File: config.mk
export PLATFORM = sky130hd
export DESIGN_NAME = rsi_top
export DESIGN_NICKNAME = d
export VERILOG_FILES = /design/src/rsi_pkg.sv /design/src/rsi_ext_sense.sv /design/src/rsi_top.sv
export VERILOG_INCLUDE_DIRS = /design/src
export SDC_FILE = /design/constraint.sdc
export NUM_CORES = 1
export LEC_CHECK = 0
export BUFFER_PORTS_ARGS = -buffer_cell sky130_fd_sc_hd__buf_4
export CAP_MARGIN = 40
export CORE_ASPECT_RATIO = 1.2
export CORE_MARGIN = 2
export CORE_UTILIZATION = 49
export CTS_CLUSTER_DIAMETER = 150
export DETAILED_ROUTE_END_ITERATION = 10
export PLACE_DENSITY = 0.8
export REMOVE_ABC_BUFFERS = 1
export SYNTH_ARGS = -nofsm -noshare
export SYNTH_HDL_FRONTEND = slang
export SYNTH_SLANG_ARGS = --single-unit
File: constraint.sdc
create_clock -name sys_clk -period 2.1 [get_ports sys_clk]
set_input_delay 0.21 -clock sys_clk [delete_from_list [all_inputs] [get_ports sys_clk]]
set_output_delay 0.21 -clock sys_clk [all_outputs]
set_load 0.02 [all_outputs]
File: src/rsi_cfg.svh
// Register indices, bit positions, codes and vector addresses of the
// reset and interrupt source block.
// Assumes byte address = 4 * index on a 32-bit Avalon-MM slave.
`ifndef RSI_CFG_SVH
`define RSI_CFG_SVH

// ----------------------------------------------------------------------
// Register indices
// ----------------------------------------------------------------------
`define RSI_IDX_PCM0      6'h0F
`define RSI_IDX_PCM1      6'h10
`define RSI_IDX_CAUSE     6'h3B
`define RSI_IDX_SUPPLY    6'h3C
`define RSI_IDX_EXTCTL    6'h3D
`define RSI_IDX_FLAGS     6'h3E

// ----------------------------------------------------------------------
// Field positions
// ----------------------------------------------------------------------
`define RSI_B_SUPPLY_MONITOR_FLAG        7
`define RSI_B_SUPPLY_MONITOR_IRQ_ENABLE       6
`define RSI_B_WATCHDOG_RESET_CAUSE        3
`define RSI_B_PIN_RESET_CAUSE       1
`define RSI_B_POWER_ON_RESET_CAUSE        0
`define RSI_B_EXT_EN      4
`define RSI_B_PC0_EN      5
`define RSI_B_PC1_EN      6
`define RSI_B_F_EXT       0
`define RSI_B_F_PC0       1
`define RSI_B_F_PC1       2

// ----------------------------------------------------------------------
// Trigger level select codes
// ----------------------------------------------------------------------
`define RSI_SEL_OFF       3'h0
`define RSI_SEL_RST_LO    3'h1
`define RSI_SEL_RST_HI    3'h2
`define RSI_SEL_IRQ_MID   3'h3
`define RSI_SEL_IRQ_TOP   3'h4

// ----------------------------------------------------------------------
// Vector numbers, program address = vector number
// ----------------------------------------------------------------------
`define RSI_VEC_RESET     4'h0
`define RSI_VEC_EXT       4'h1
`define RSI_VEC_PC0       4'h2
`define RSI_VEC_PC1       4'h3
`define RSI_VEC_TCAP      4'h4
`define RSI_VEC_TOVF      4'h5
`define RSI_VEC_TCMA      4'h6
`define RSI_VEC_TCMB      4'h7
`define RSI_VEC_ACMP      4'h8
`define RSI_VEC_WDT       4'h9
`define RSI_VEC_VLM       4'hA
`define RSI_VEC_ADC       4'hB
`define RSI_VEC_RXS       4'hC
`define RSI_VEC_RXC       4'hD
`define RSI_VEC_DRE       4'hE
`define RSI_VEC_TXC       4'hF
`define RSI_VEC_HI_ZERO   8'h00

`endif

File: src/rsi_pkg.sv
// Types shared by the reset and interrupt source block.
// Assumes rsi_cfg.svh for all numeric constants.
package rsi_pkg;
	typedef logic [7:0]  rsi_byte_t;
	typedef logic [11:0] rsi_addr_t;
	typedef enum logic [1:0] {
		RSI_SENSE_LOW,
		RSI_SENSE_ANY,
		RSI_SENSE_FALL,
		RSI_SENSE_RISE
	} rsi_sense_t;
endpackage

File: src/rsi_ext_sense.sv
// Sense logic of the dedicated external interrupt pin.
// Assumes the pin is synchronous to sys_clk; edges need the clock running.
`timescale 1ns/10ps
`default_nettype none
`include "rsi_cfg.svh"

module rsi_ext_sense
	import rsi_pkg::*;
(
	// Clock and reset
	input  wire logic       sys_clk,
	input  wire logic       rst_n,
	// Pin and mode
	input  wire logic       pin,
	input  wire rsi_sense_t sense,
	// Results
	output logic            edge_hit,
	output logic            level_low
);
	logic pin_s_q;
	logic pin_p_q;
	wire  rise_w = pin_s_q & ~pin_p_q;
	wire  fall_w = ~pin_s_q & pin_p_q;

	// Pin is sampled, then edges compared between two samples
	always_ff @(posedge sys_clk) begin
		if (!rst_n) begin
			pin_s_q <= 1'b1;
			pin_p_q <= 1'b1;
		end else begin
			pin_s_q <= pin;
			pin_p_q <= pin_s_q;
		end
	end

	always_comb begin
		case (sense)
			RSI_SENSE_ANY:  edge_hit = rise_w | fall_w;
			RSI_SENSE_FALL: edge_hit = fall_w;
			RSI_SENSE_RISE: edge_hit = rise_w;
			default:        edge_hit = 1'b0;
		endcase
	end

	assign level_low = ~pin_s_q;
endmodule // rsi_ext_sense
`default_nettype wire

File: src/rsi_top.sv
// Reset and interrupt source block: supply monitor flag, reset causes,
// external and pin-change detection, vector selection for the core.
// Assumes synchronous inputs, one clock and an Avalon-MM master.
//
// How it works
// - Monitor flag set on trigger, cleared off/recovered
// - Enabled monitor raises request each flag set
// - Level 000 disables; codes 101-111 ignored
// - Codes 001/010 request reset, flag not set
// - Codes 011/100 set flag, maybe interrupt
// - Watchdog cause set by watchdog, POR/zero clear
// - Pin cause set by pin reset, POR/zero clear
// - Power-on cause cleared only by writing zero
// - Any reset starts execution at 0x000
// - External 0x001, change groups 0x002, 0x003
// - Timer sources vectored to 0x004-0x007
// - Comparator, watchdog, monitor, ADC at 0x008-0x00B
// - Serial sources vectored to 0x00C-0x00F
// - Pins sensed by level even as outputs
// - Any enabled masked pin toggle sets request
// - Pin change detected from clocked samples
// - External pin: falling, rising or held low
// - External edges need the running clock
// - Sense 00 low, 01 any, 10 fall, 11 rise
// - External and change flags clear on entry or write one
`timescale 1ns/10ps
`default_nettype none
`include "rsi_cfg.svh"

module rsi_top
	import rsi_pkg::*;
(
	// Clock and reset
	input  wire logic        sys_clk,
	input  wire logic        rst_n,
	// Avalon-MM slave
	input  wire logic [7:0]  avs_address,
	input  wire logic        avs_read,
	input  wire logic        avs_write,
	input  wire logic [31:0] avs_writedata,
	output logic      [31:0] avs_readdata,
	output logic             avs_waitrequest,
	// Reset causes from the reset sequencer
	input  wire logic        por_evt,
	input  wire logic        pin_rst_evt,
	input  wire logic        wdt_rst_evt,
	// Supply monitor comparator, high while supply is below the level
	input  wire logic        supply_below,
	// Pins, read back from the pad whatever its direction
	input  wire logic        dedicated_ext_irq_pin,
	input  wire logic [11:0] pin_change_inputs,
	// Peripheral requests: tcap tovf tcma tcmb acmp wdt adc rxs rxc dre txc
	input  wire logic [10:0] periph_irq,
	// Core side
	input  wire logic        irq_ack,
	output logic             irq_req,
	output var rsi_addr_t    irq_addr,
	output logic             supply_reset_req,
	output logic [2:0]       supply_level_sel
);
	// ------------------------------------------------------------------
	// Helpers
	// ------------------------------------------------------------------
	function automatic logic [3:0] rsi_first(input logic [15:0] p);
		logic [3:0] v;
		v = `RSI_VEC_RESET;
		for (int i = 15; i > 0; i--) begin
			if (p[i]) begin
				v = 4'(i);
			end
		end
		return v;
	endfunction

	function automatic logic rsi_hit(input logic [7:0] a, input logic [5:0] idx);
		return a[7:2] == idx;
	endfunction

	// ------------------------------------------------------------------
	// State
	// ------------------------------------------------------------------
	logic        wait_q;
	logic [31:0] rdata_q;
	logic        watchdog_reset_cause_q, pin_reset_cause_q, power_on_reset_cause_q;
	logic [2:0]  sel_q;
	logic        supply_monitor_irq_enable_q, supply_monitor_flag_q, vlm_pend_q;
	logic [1:0]  sense_q;
	logic        ext_en_q;
	logic [1:0]  pc_en_q;
	logic        ext_flag_q;
	logic [1:0]  pc_flag_q;
	logic [7:0]  pcm0_q;
	logic [3:0]  pcm1_q;
	logic [11:0] pc_s_q, pc_p_q;
	logic        rst_req_q, irq_req_q;
	rsi_addr_t   irq_addr_q;

	// ------------------------------------------------------------------
	// Bus decode
	// ------------------------------------------------------------------
	wire       wr_w     = avs_write & ~wait_q;
	wire [7:0] wd_w     = avs_writedata[7:0];
	wire       wr_cause = wr_w & rsi_hit(avs_address, `RSI_IDX_CAUSE);
	wire       wr_sup   = wr_w & rsi_hit(avs_address, `RSI_IDX_SUPPLY);
	wire       wr_ctl   = wr_w & rsi_hit(avs_address, `RSI_IDX_EXTCTL);
	wire       wr_flg   = wr_w & rsi_hit(avs_address, `RSI_IDX_FLAGS);
	wire       wr_m0    = wr_w & rsi_hit(avs_address, `RSI_IDX_PCM0);
	wire       wr_m1    = wr_w & rsi_hit(avs_address, `RSI_IDX_PCM1);
	wire       sel_ok   = wd_w[2:0] <= `RSI_SEL_IRQ_TOP;

	// ------------------------------------------------------------------
	// Supply monitor
	// ------------------------------------------------------------------
	wire sel_off  = sel_q == `RSI_SEL_OFF;
	wire sel_rst  = (sel_q == `RSI_SEL_RST_LO) | (sel_q == `RSI_SEL_RST_HI);
	wire sel_irq  = (sel_q == `RSI_SEL_IRQ_MID) | (sel_q == `RSI_SEL_IRQ_TOP);
	wire supply_monitor_flag_d   = (sel_off | ~supply_below) ? 1'b0 :
	                (sel_irq ? 1'b1 : supply_monitor_flag_q);
	wire vlm_rise = supply_monitor_flag_d & ~supply_monitor_flag_q;

	// ------------------------------------------------------------------
	// External pin and pin change
	// ------------------------------------------------------------------
	logic ext_edge, ext_low;
	rsi_ext_sense u_sense (
		.sys_clk   (sys_clk),
		.rst_n     (rst_n),
		.pin       (dedicated_ext_irq_pin),
		.sense     (rsi_sense_t'(sense_q)),
		.edge_hit  (ext_edge),
		.level_low (ext_low)
	);
	wire        lvl_mode = rsi_sense_t'(sense_q) == RSI_SENSE_LOW;
	wire [11:0] pc_tgl   = (pc_s_q ^ pc_p_q) & {pcm1_q, pcm0_q};
	wire [1:0]  pc_chg   = {|pc_tgl[11:8], |pc_tgl[7:0]};
	wire [3:0]  ack_v    = irq_addr_q[3:0];
	wire        ack_ext  = irq_ack & (ack_v == `RSI_VEC_EXT);
	wire        ack_pc0  = irq_ack & (ack_v == `RSI_VEC_PC0);
	wire        ack_pc1  = irq_ack & (ack_v == `RSI_VEC_PC1);
	wire        ack_vlm  = irq_ack & (ack_v == `RSI_VEC_VLM);

	// Set wins over clear by entry or write-one
	wire       ext_flag_d = lvl_mode ? 1'b0 :
	                        (ext_edge | (ext_flag_q & ~ack_ext &
	                        ~(wr_flg & wd_w[`RSI_B_F_EXT])));
	wire [1:0] pc_flag_d  = pc_chg | (pc_flag_q & ~{ack_pc1, ack_pc0} &
	                        ~({2{wr_flg}} & wd_w[`RSI_B_F_PC1:`RSI_B_F_PC0]));
	wire       vlm_pend_d = (vlm_rise & supply_monitor_irq_enable_q) | (vlm_pend_q & ~ack_vlm);

	// ------------------------------------------------------------------
	// Vector selection
	// ------------------------------------------------------------------
	wire ext_req = ext_en_q & (lvl_mode ? ext_low : ext_flag_d);
	wire [15:0] pend_w = {
		periph_irq[10:6],
		vlm_pend_d,
		periph_irq[5:0],
		pc_en_q & pc_flag_d,
		ext_req,
		1'b0
	};
	wire [3:0] first_w = rsi_first(pend_w);

	// ------------------------------------------------------------------
	// Bus answer: one wait cycle, read data and writes at the second edge
	// ------------------------------------------------------------------
	logic [7:0] rmux;
	always_comb begin
		rmux = 8'h00;
		case (avs_address[7:2])
			`RSI_IDX_CAUSE:  rmux = {4'h0, watchdog_reset_cause_q, 1'b0, pin_reset_cause_q, power_on_reset_cause_q};
			`RSI_IDX_SUPPLY: rmux = {supply_monitor_flag_q, supply_monitor_irq_enable_q, 3'h0, sel_q};
			`RSI_IDX_EXTCTL: rmux = {1'b0, pc_en_q, ext_en_q, 2'h0, sense_q};
			`RSI_IDX_FLAGS:  rmux = {5'h00, pc_flag_q, ext_flag_q};
			`RSI_IDX_PCM0:   rmux = pcm0_q;
			`RSI_IDX_PCM1:   rmux = {4'h0, pcm1_q};
			default:         rmux = 8'h00;
		endcase
	end

	always_ff @(posedge sys_clk) begin
		if (!rst_n) begin
			wait_q  <= 1'b1;
			rdata_q <= 32'h0000_0000;
		end else begin
			wait_q <= ~((avs_read | avs_write) & wait_q);
			if (avs_read & wait_q) begin
				rdata_q <= {24'h00_0000, rmux};
			end
		end
	end

	// ------------------------------------------------------------------
	// Reset cause flags; a low rst_n acts as power-on
	// ------------------------------------------------------------------
	always_ff @(posedge sys_clk) begin
		if (!rst_n) begin
			power_on_reset_cause_q  <= 1'b1;
			watchdog_reset_cause_q  <= 1'b0;
			pin_reset_cause_q <= 1'b0;
		end else begin
			power_on_reset_cause_q  <= por_evt | (power_on_reset_cause_q & ~(wr_cause & ~wd_w[`RSI_B_POWER_ON_RESET_CAUSE]));
			watchdog_reset_cause_q  <= wdt_rst_evt | (watchdog_reset_cause_q & ~por_evt &
			           ~(wr_cause & ~wd_w[`RSI_B_WATCHDOG_RESET_CAUSE]));
			pin_reset_cause_q <= pin_rst_evt | (pin_reset_cause_q & ~por_evt &
			           ~(wr_cause & ~wd_w[`RSI_B_PIN_RESET_CAUSE]));
		end
	end

	// ------------------------------------------------------------------
	// Control registers and flags
	// ------------------------------------------------------------------
	always_ff @(posedge sys_clk) begin
		if (!rst_n) begin
			sel_q      <= `RSI_SEL_OFF;
			supply_monitor_irq_enable_q    <= 1'b0;
			supply_monitor_flag_q     <= 1'b0;
			vlm_pend_q <= 1'b0;
			sense_q    <= 2'h0;
			ext_en_q   <= 1'b0;
			pc_en_q    <= 2'h0;
			ext_flag_q <= 1'b0;
			pc_flag_q  <= 2'h0;
			pcm0_q     <= 8'h00;
			pcm1_q     <= 4'h0;
		end else begin
			if (wr_sup) begin
				supply_monitor_irq_enable_q <= wd_w[`RSI_B_SUPPLY_MONITOR_IRQ_ENABLE];
				if (sel_ok) begin
					sel_q <= wd_w[2:0];
				end
			end
			if (wr_ctl) begin
				sense_q  <= wd_w[1:0];
				ext_en_q <= wd_w[`RSI_B_EXT_EN];
				pc_en_q  <= {wd_w[`RSI_B_PC1_EN], wd_w[`RSI_B_PC0_EN]};
			end
			if (wr_m0) begin
				pcm0_q <= wd_w;
			end
			if (wr_m1) begin
				pcm1_q <= wd_w[3:0];
			end
			supply_monitor_flag_q     <= supply_monitor_flag_d;
			vlm_pend_q <= vlm_pend_d;
			ext_flag_q <= ext_flag_d;
			pc_flag_q  <= pc_flag_d;
		end
	end

	// ------------------------------------------------------------------
	// Pin-change samples and core requests
	// ------------------------------------------------------------------
	always_ff @(posedge sys_clk) begin
		if (!rst_n) begin
			pc_s_q     <= 12'h000;
			pc_p_q     <= 12'h000;
			rst_req_q  <= 1'b0;
			irq_req_q  <= 1'b0;
			irq_addr_q <= {`RSI_VEC_HI_ZERO, `RSI_VEC_RESET};
		end else begin
			pc_s_q     <= pin_change_inputs;
			pc_p_q     <= pc_s_q;
			rst_req_q  <= sel_rst & supply_below;
			irq_req_q  <= |pend_w;
			irq_addr_q <= {`RSI_VEC_HI_ZERO, first_w};
		end
	end

	assign avs_waitrequest  = wait_q;
	assign avs_readdata     = rdata_q;
	assign irq_req          = irq_req_q;
	assign irq_addr         = irq_addr_q;
	assign supply_reset_req = rst_req_q;
	assign supply_level_sel = sel_q;
endmodule // rsi_top
`default_nettype wire

-- Word-level counts from Yosys, hierarchy flattened
Cells that the tools add are included.
- magnitude comparators: 1
- equality and inequality tests: 17
- mux-type cells: 21
- bitwise logic cells: 67
- reduce and logical (&&, ||, !) cells: 9
- operator list (cell ; number):
    $pmux 8 s6 ; 1
    $mux 4 ; 8
    $and 1x1->1 ; 31
    $eq 6x6->1 const B ; 4
    $not 1->1 ; 17
    $reduce_or 8->1 ; 2
    $reduce_or 15->1 ; 1
    $and 12x12->12 ; 1
    $mux 3 ; 4
    $xor 12x12->12 ; 1
    $or 1x1->1 ; 10
    $and 2x2->2 ; 4
    $eq 4x2->1 const B ; 2
    $reduce_or 4->1 ; 2
    $eq 3x2->1 const B ; 2
    $eq 6x4->1 const B ; 1
    $eq 6x5->1 const B ; 1
    $mux 1 ; 5
    $eq 2x2->1 const B ; 2
    $eq 4x1->1 const B ; 1
    $eq 4x4->1 const B ; 1
    $mux 2 ; 2
    $not 2->2 ; 2
    $eq 3x1->1 const B ; 1
    other kinds (9) ; 9
- register bits after elaboration: 78
- input bits: 73
- output and inout bits: 50
- logic and storage cells: 142

-- Logic depth before layout (Yosys ltp)
- depth after elaboration: 17
- mapped depth: 8
- mapped depth without buffers: 8

-- Modules after synthesis
A second synthesis with hierarchy kept.
- cell total of the unflattened synthesis: 363
- area total of the unflattened synthesis: 3226.8 sq um
- by module, submodules not included (module ; times used ; cells an instance ; area an instance (sq um) ; sequential area each (sq um)):
    rsi_top ; 1 ; 351 ; 3114.2 ; 1361.3
    rsi_ext_sense ; 1 ; 12 ; 112.6 ; 40.0

-- Worst setup path after synthesis
Ideal clock, no wire load.
- path kind: register to register
- from: reg sel_q[1], in the netlist supply_level_sel[1]
- to: reg irq_addr_q[0], in the netlist irq_addr[0]
- setup time: 0.132 ns
- data arrival time: 1.692 ns
- required time: 1.968 ns
- path slack: 0.276 ns
- stages on the path, launching flop included: 8
- buffers on the path: 1
- period minus slack after synthesis: 1.824 ns
- cell sequence: dfxtp_1 > buf_2 > or3b_1 > a211oi_1 > a21o_1 > nor4_1 > o41ai_1 > a21oi_1
- cells in the longest elaborated chain, start to end: 17
- elaborated cells on any way between the ends: 20
- classes of those cells: eq/ne (2); mux (12); bitwise (5); reduce/logical (1)
- RTL lines (what ; line ; RTL):
    start, declared ; rsi_top.sv:85 ; logic [2:0] sel_q;
    start signal, assigned ; rsi_top.sv:215 ; sel_q <= `RSI_SEL_OFF;
    start signal, assigned ; rsi_top.sv:230 ; sel_q <= wd_w[2:0];
    $eq 3x2->1 (no line) / $eq 3x3->1 (equally long branches) ; - ;
    $or 1x1->1 ; rsi_top.sv:116 ; wire sel_irq = (sel_q == `RSI_SEL_IRQ_MID) | (sel_q == `RSI_SEL_IRQ_TOP);
    $mux 1 ; rsi_top.sv:118 ; (sel_irq ? 1'b1 : supply_monitor_flag_q);
    $mux 1 (*) ; rsi_top.sv:117 ; wire supply_monitor_flag_d = (sel_off | ~supply_below) ? 1'b0 :
    $and 1x1->1 (*) ; rsi_top.sv:119 ; wire vlm_rise = supply_monitor_flag_d & ~supply_monitor_flag_q;
    $and 1x1->1 (*) ; rsi_top.sv:148 ; wire vlm_pend_d = (vlm_rise & supply_monitor_irq_enable_q) | (vlm_pend_q & ~ack_vlm);
    $or 1x1->1 (*) ; rsi_top.sv:148 ;
    $mux 4 (*) (3 in series) ; rsi_top.sv:68 ; if (p[i]) begin
    $mux 3 (*) (4 in series) ; rsi_top.sv:68 ;
    $mux 2 (*) (2 in series) ; rsi_top.sv:68 ;
    $mux 1 (*) ; rsi_top.sv:68 ;
    end signal, assigned ; rsi_top.sv:260 ; irq_addr_q <= {`RSI_VEC_HI_ZERO, `RSI_VEC_RESET};
    end signal, assigned ; rsi_top.sv:266 ; irq_addr_q <= {`RSI_VEC_HI_ZERO, first_w};
    end, declared ; rsi_top.sv:96 ; rsi_addr_t irq_addr_q;
Mark *: on every way between the ends. The rest lies on a longest branch, timed or not.
A chain may end at the register's enable or synchronous reset.

-- Worst setup path in the final report
- from: reg sel_q[0], in the netlist supply_level_sel[0]
- to: reg irq_addr_q[0], in the netlist irq_addr[0]
Same word-level chain as after synthesis.

==> results by group <==
Global route
  – Initial antenna violation count: 0
  – Largest net degree at the start of global routing: 37
  – M2 GR Usage: 0.318
  – Met3 GRT Util: 0.0273
  – Global-route wire length before repair: 11100 um
  – M1 GR Usage: 0.240
  – Total grt overflow: 0
  – Most used routing layer: met2
  – Number of global-route vias before repair: about 2400
  – Total GRT Usage: 0.194

STA
  – Final period util: 0.891
  – RSZ-0062 raised after global routing: false
  – Hold Fails Final Rpt: 0
  – Pins Over Slew Limit: 0
  – Max Freq: roughly 0.53 GHz
  – Setup Skew: roughly 0.012 ns
  – Final setup TNS: 0 ns
  – # setup viols final: 0
  – Fin crit period: 1.87 ns

Finish
  – Final #Nets: roughly 510
  – Sequential Area: around 1400 um2
  – Layout cells sized above 1: 0.218
  – Diode count: 0
  – Non-filler cells, final: 520
  – Multi-input combinational cell area: 1580 um2
  – Synthesis-to-layout area growth: 21.5%
  – Util after Layout: 0.612
  – Filler cells: approximately 550

Placed design
  – Port Buf Inserts: 64
  – Dpl cells: 505
  – Final HPWL DP: around 5100 um
  – Routability cong.: 0.863

Clock network
  – Hold-fix buffers, CTS: 0
  – Clock Latency Late Sink: 0.34 ns
  – Post-CTS sizing: 0
  – CTS tree: done
  – Clock root buffer master: clkbuf_8
  – Clock buffer depth: 2
  – CTS H-Tree Depth: 3
  – Clock transition at path regs: 0.07 ns
  – Setup Buffers After CTS: 0
  – Clk sinks: 70
  – TritonCTS Buffers: 9

Power
  – PD cells: ~750 nW/um2
  – P_leak: around 1.6 nW
  – VDD IR-drop max: roughly 0.32 mV

Critical path
  – CP Capture Type: register
  – CP Data Arrival Time: 2.08 ns
  – Critical path class: register to register
  – Required time worst endpoint: between 2 and 2.5 ns
  – Startpoint Class: register
  – Crit-path max FO: 4

Route
  – Routed len/inst: 13.4 um
  – Via count: 2679
  – TritonRoute pass-1 iters: 7
  – Drt first-iter violations: around 360
  – Routed WL: around 7000 um
  – Vias per cell: around 5.2
  – Post-route ant nets: 0
  – DR DRC count: 0

Run
  – MaxCap Viol Count: 0

Floorplan
  – CORE AREA: between 6000 and 7000 um2
  – Initial Utilization: 0.504
  – Row count: 32
  – # IOs: 123
  – Die Footprint: a little over 7000 um2
  – Die Ht: 92.6 um
  – Chip width: between 70 and 80 um

Synth
  – EDFF count, synth: 0
  – Seq/Total Area, Yosys: 0.437
  – Synthesized flop and latch total: 70
  – Gate Count Post-Synth: approximately 360
  – Mean post-synth cell area: 8.81 um2
  – Asr flop ratio synth: 0
  – Synth warn: 0
  – Post-Syn Area: about 3200 um2
  – Distinct cells, synth: 48
  – Post-synth top flop: dfxtp_1

Run status
  – Outcome: finished clean

Min path
  – HP Class: input pin to register
-- state kept, by name (all words and copies together), names as in the netlist, 2 cells and up --
register and count:
pc_s_q 12, pcm0_q 8, avs_readdata 8, pc_en_q 2, pcm1_q 4, sense_q 2, pc_p_q 12, pc_flag_q 2
supply_level_sel 3, irq_addr 4
-- placed cells by master, fill, tap and decap left out, drive strengths merged, types with 7 or more instances in the layout --
cell,n
buf,73
dfxtp,70
nand2,34
conb,32
and2,30
nor2,27
a21oi,22
nand3,15
nor3,13
xor2,12
clkbuf,12
a22oi,11
o21ai,10
inv,9
mux2i,9
a211oi,7
-- area by class of cell --
type,instances,share of cell area
sequential,70,0.360
multi-input combinational,267,0.405
tap,85,0.0273
timing repair buffer,73,0.141
clock inverter,3,0.0173
inverter,10,0.00964
clock buffer,12,0.0398
-- routing by layer --
| metal | wire length [um] | vias up |
|---|---|---|
| met5 | 0 | - |
| met4 | 207 | 0 |
| met2 | 3370 | 114 |
| met1 | 2860 | 1216 |
| li1 | - | 1330 |
| met3 | 511 | 19 |
-- final timing paths --
path                         start              end  slack [ns]  cells past startpoint
min reg2reg        avs_waitrequest  avs_waitrequest        0.46                      1
max reg2reg    supply_level_sel[0]      irq_addr[0]        0.23                      6
max            supply_level_sel[0]      irq_addr[0]        0.23                      6
min          dedicated_ext_irq_pin  u_sense.pin_s_q        0.05                      2
-- where the power goes --
group / internal [W] / total, W / switching (W)
Sequential: 0.00137 / 0.00140 / 0.0000241
Clock: 0.000728 / 0.00120 / 0.000473
Combinational: 0.000127 / 0.000310 / 0.000183
-- through the flow --
step | hold WS [ns] | total power (W) | cell area (um2) | worst slack, ns
global placement | 0.401 | 0.00173 | 3670 | 0.244
global route | 0.0739 | 0.00301 | 3890 | 0.113
floorplan | 0.279 | 0.00159 | 3020 | 0.278
finish | 0.0528 | 0.00291 | 3890 | 0.229
CTS | 0.0455 | 0.00292 | 3890 | 0.221
detailed placement | 0.399 | 0.00173 | 3670 | 0.231
-- logic make-up (layout without fill, tap and decap cells) --
kind of cell	Yosys count	in the layout	synth area share
multiplexers	9	9	0.0281
other	1	32	0.00117
XOR/XNOR	13	13	0.0355
AND/OR/NAND/NOR	140	140	0.234
buffers and inverters	58	98	0.107
AO/OA/AOI/OAI	71	71	0.150
adder cells (fa/ha/maj)	2	2	0.00780
flip-flops	70	70	0.437
-- synthesized netlist by cell type (all sizes together) (2+ instances only) --
cell | n | area [um2]
nand3b | 2 | 15.0
nor2b | 3 | 18.8
nand4 | 2 | 12.5
nor4 | 3 | 25.0
nor3 | 13 | 81.3
buf | 37 | 264
a211oi | 7 | 52.6
a221oi | 4 | 35.0
a22oi | 11 | 82.6
mux2i | 9 | 90.1
nor2 | 27 | 101
dfxtp | 70 | 1400
nor4b | 2 | 23.8
and2 | 30 | 188
clkbuf | 11 | 41.3
o21ai | 10 | 50.1
ha | 2 | 25.0
xor2 | 12 | 105
o31a | 2 | 17.5
nand2 | 34 | 128
inv | 9 | 33.8
a31oi | 6 | 37.5
a222oi | 2 | 20.0
o211ai | 2 | 15.0
nand2b | 3 | 18.8
a21oi | 22 | 110
nand3 | 15 | 85.1
-- critical path, cell delays in order (launching register included) --
cell	delay, ns
dfxtp_1	0.32
or3b_1	0.41
a211oi_1	0.25
a21o_1	0.18
nor4_1	0.07
o41ai_1	0.37
a21oi_1	0.13
Note: power is estimated with default switching activity, not from simulation.
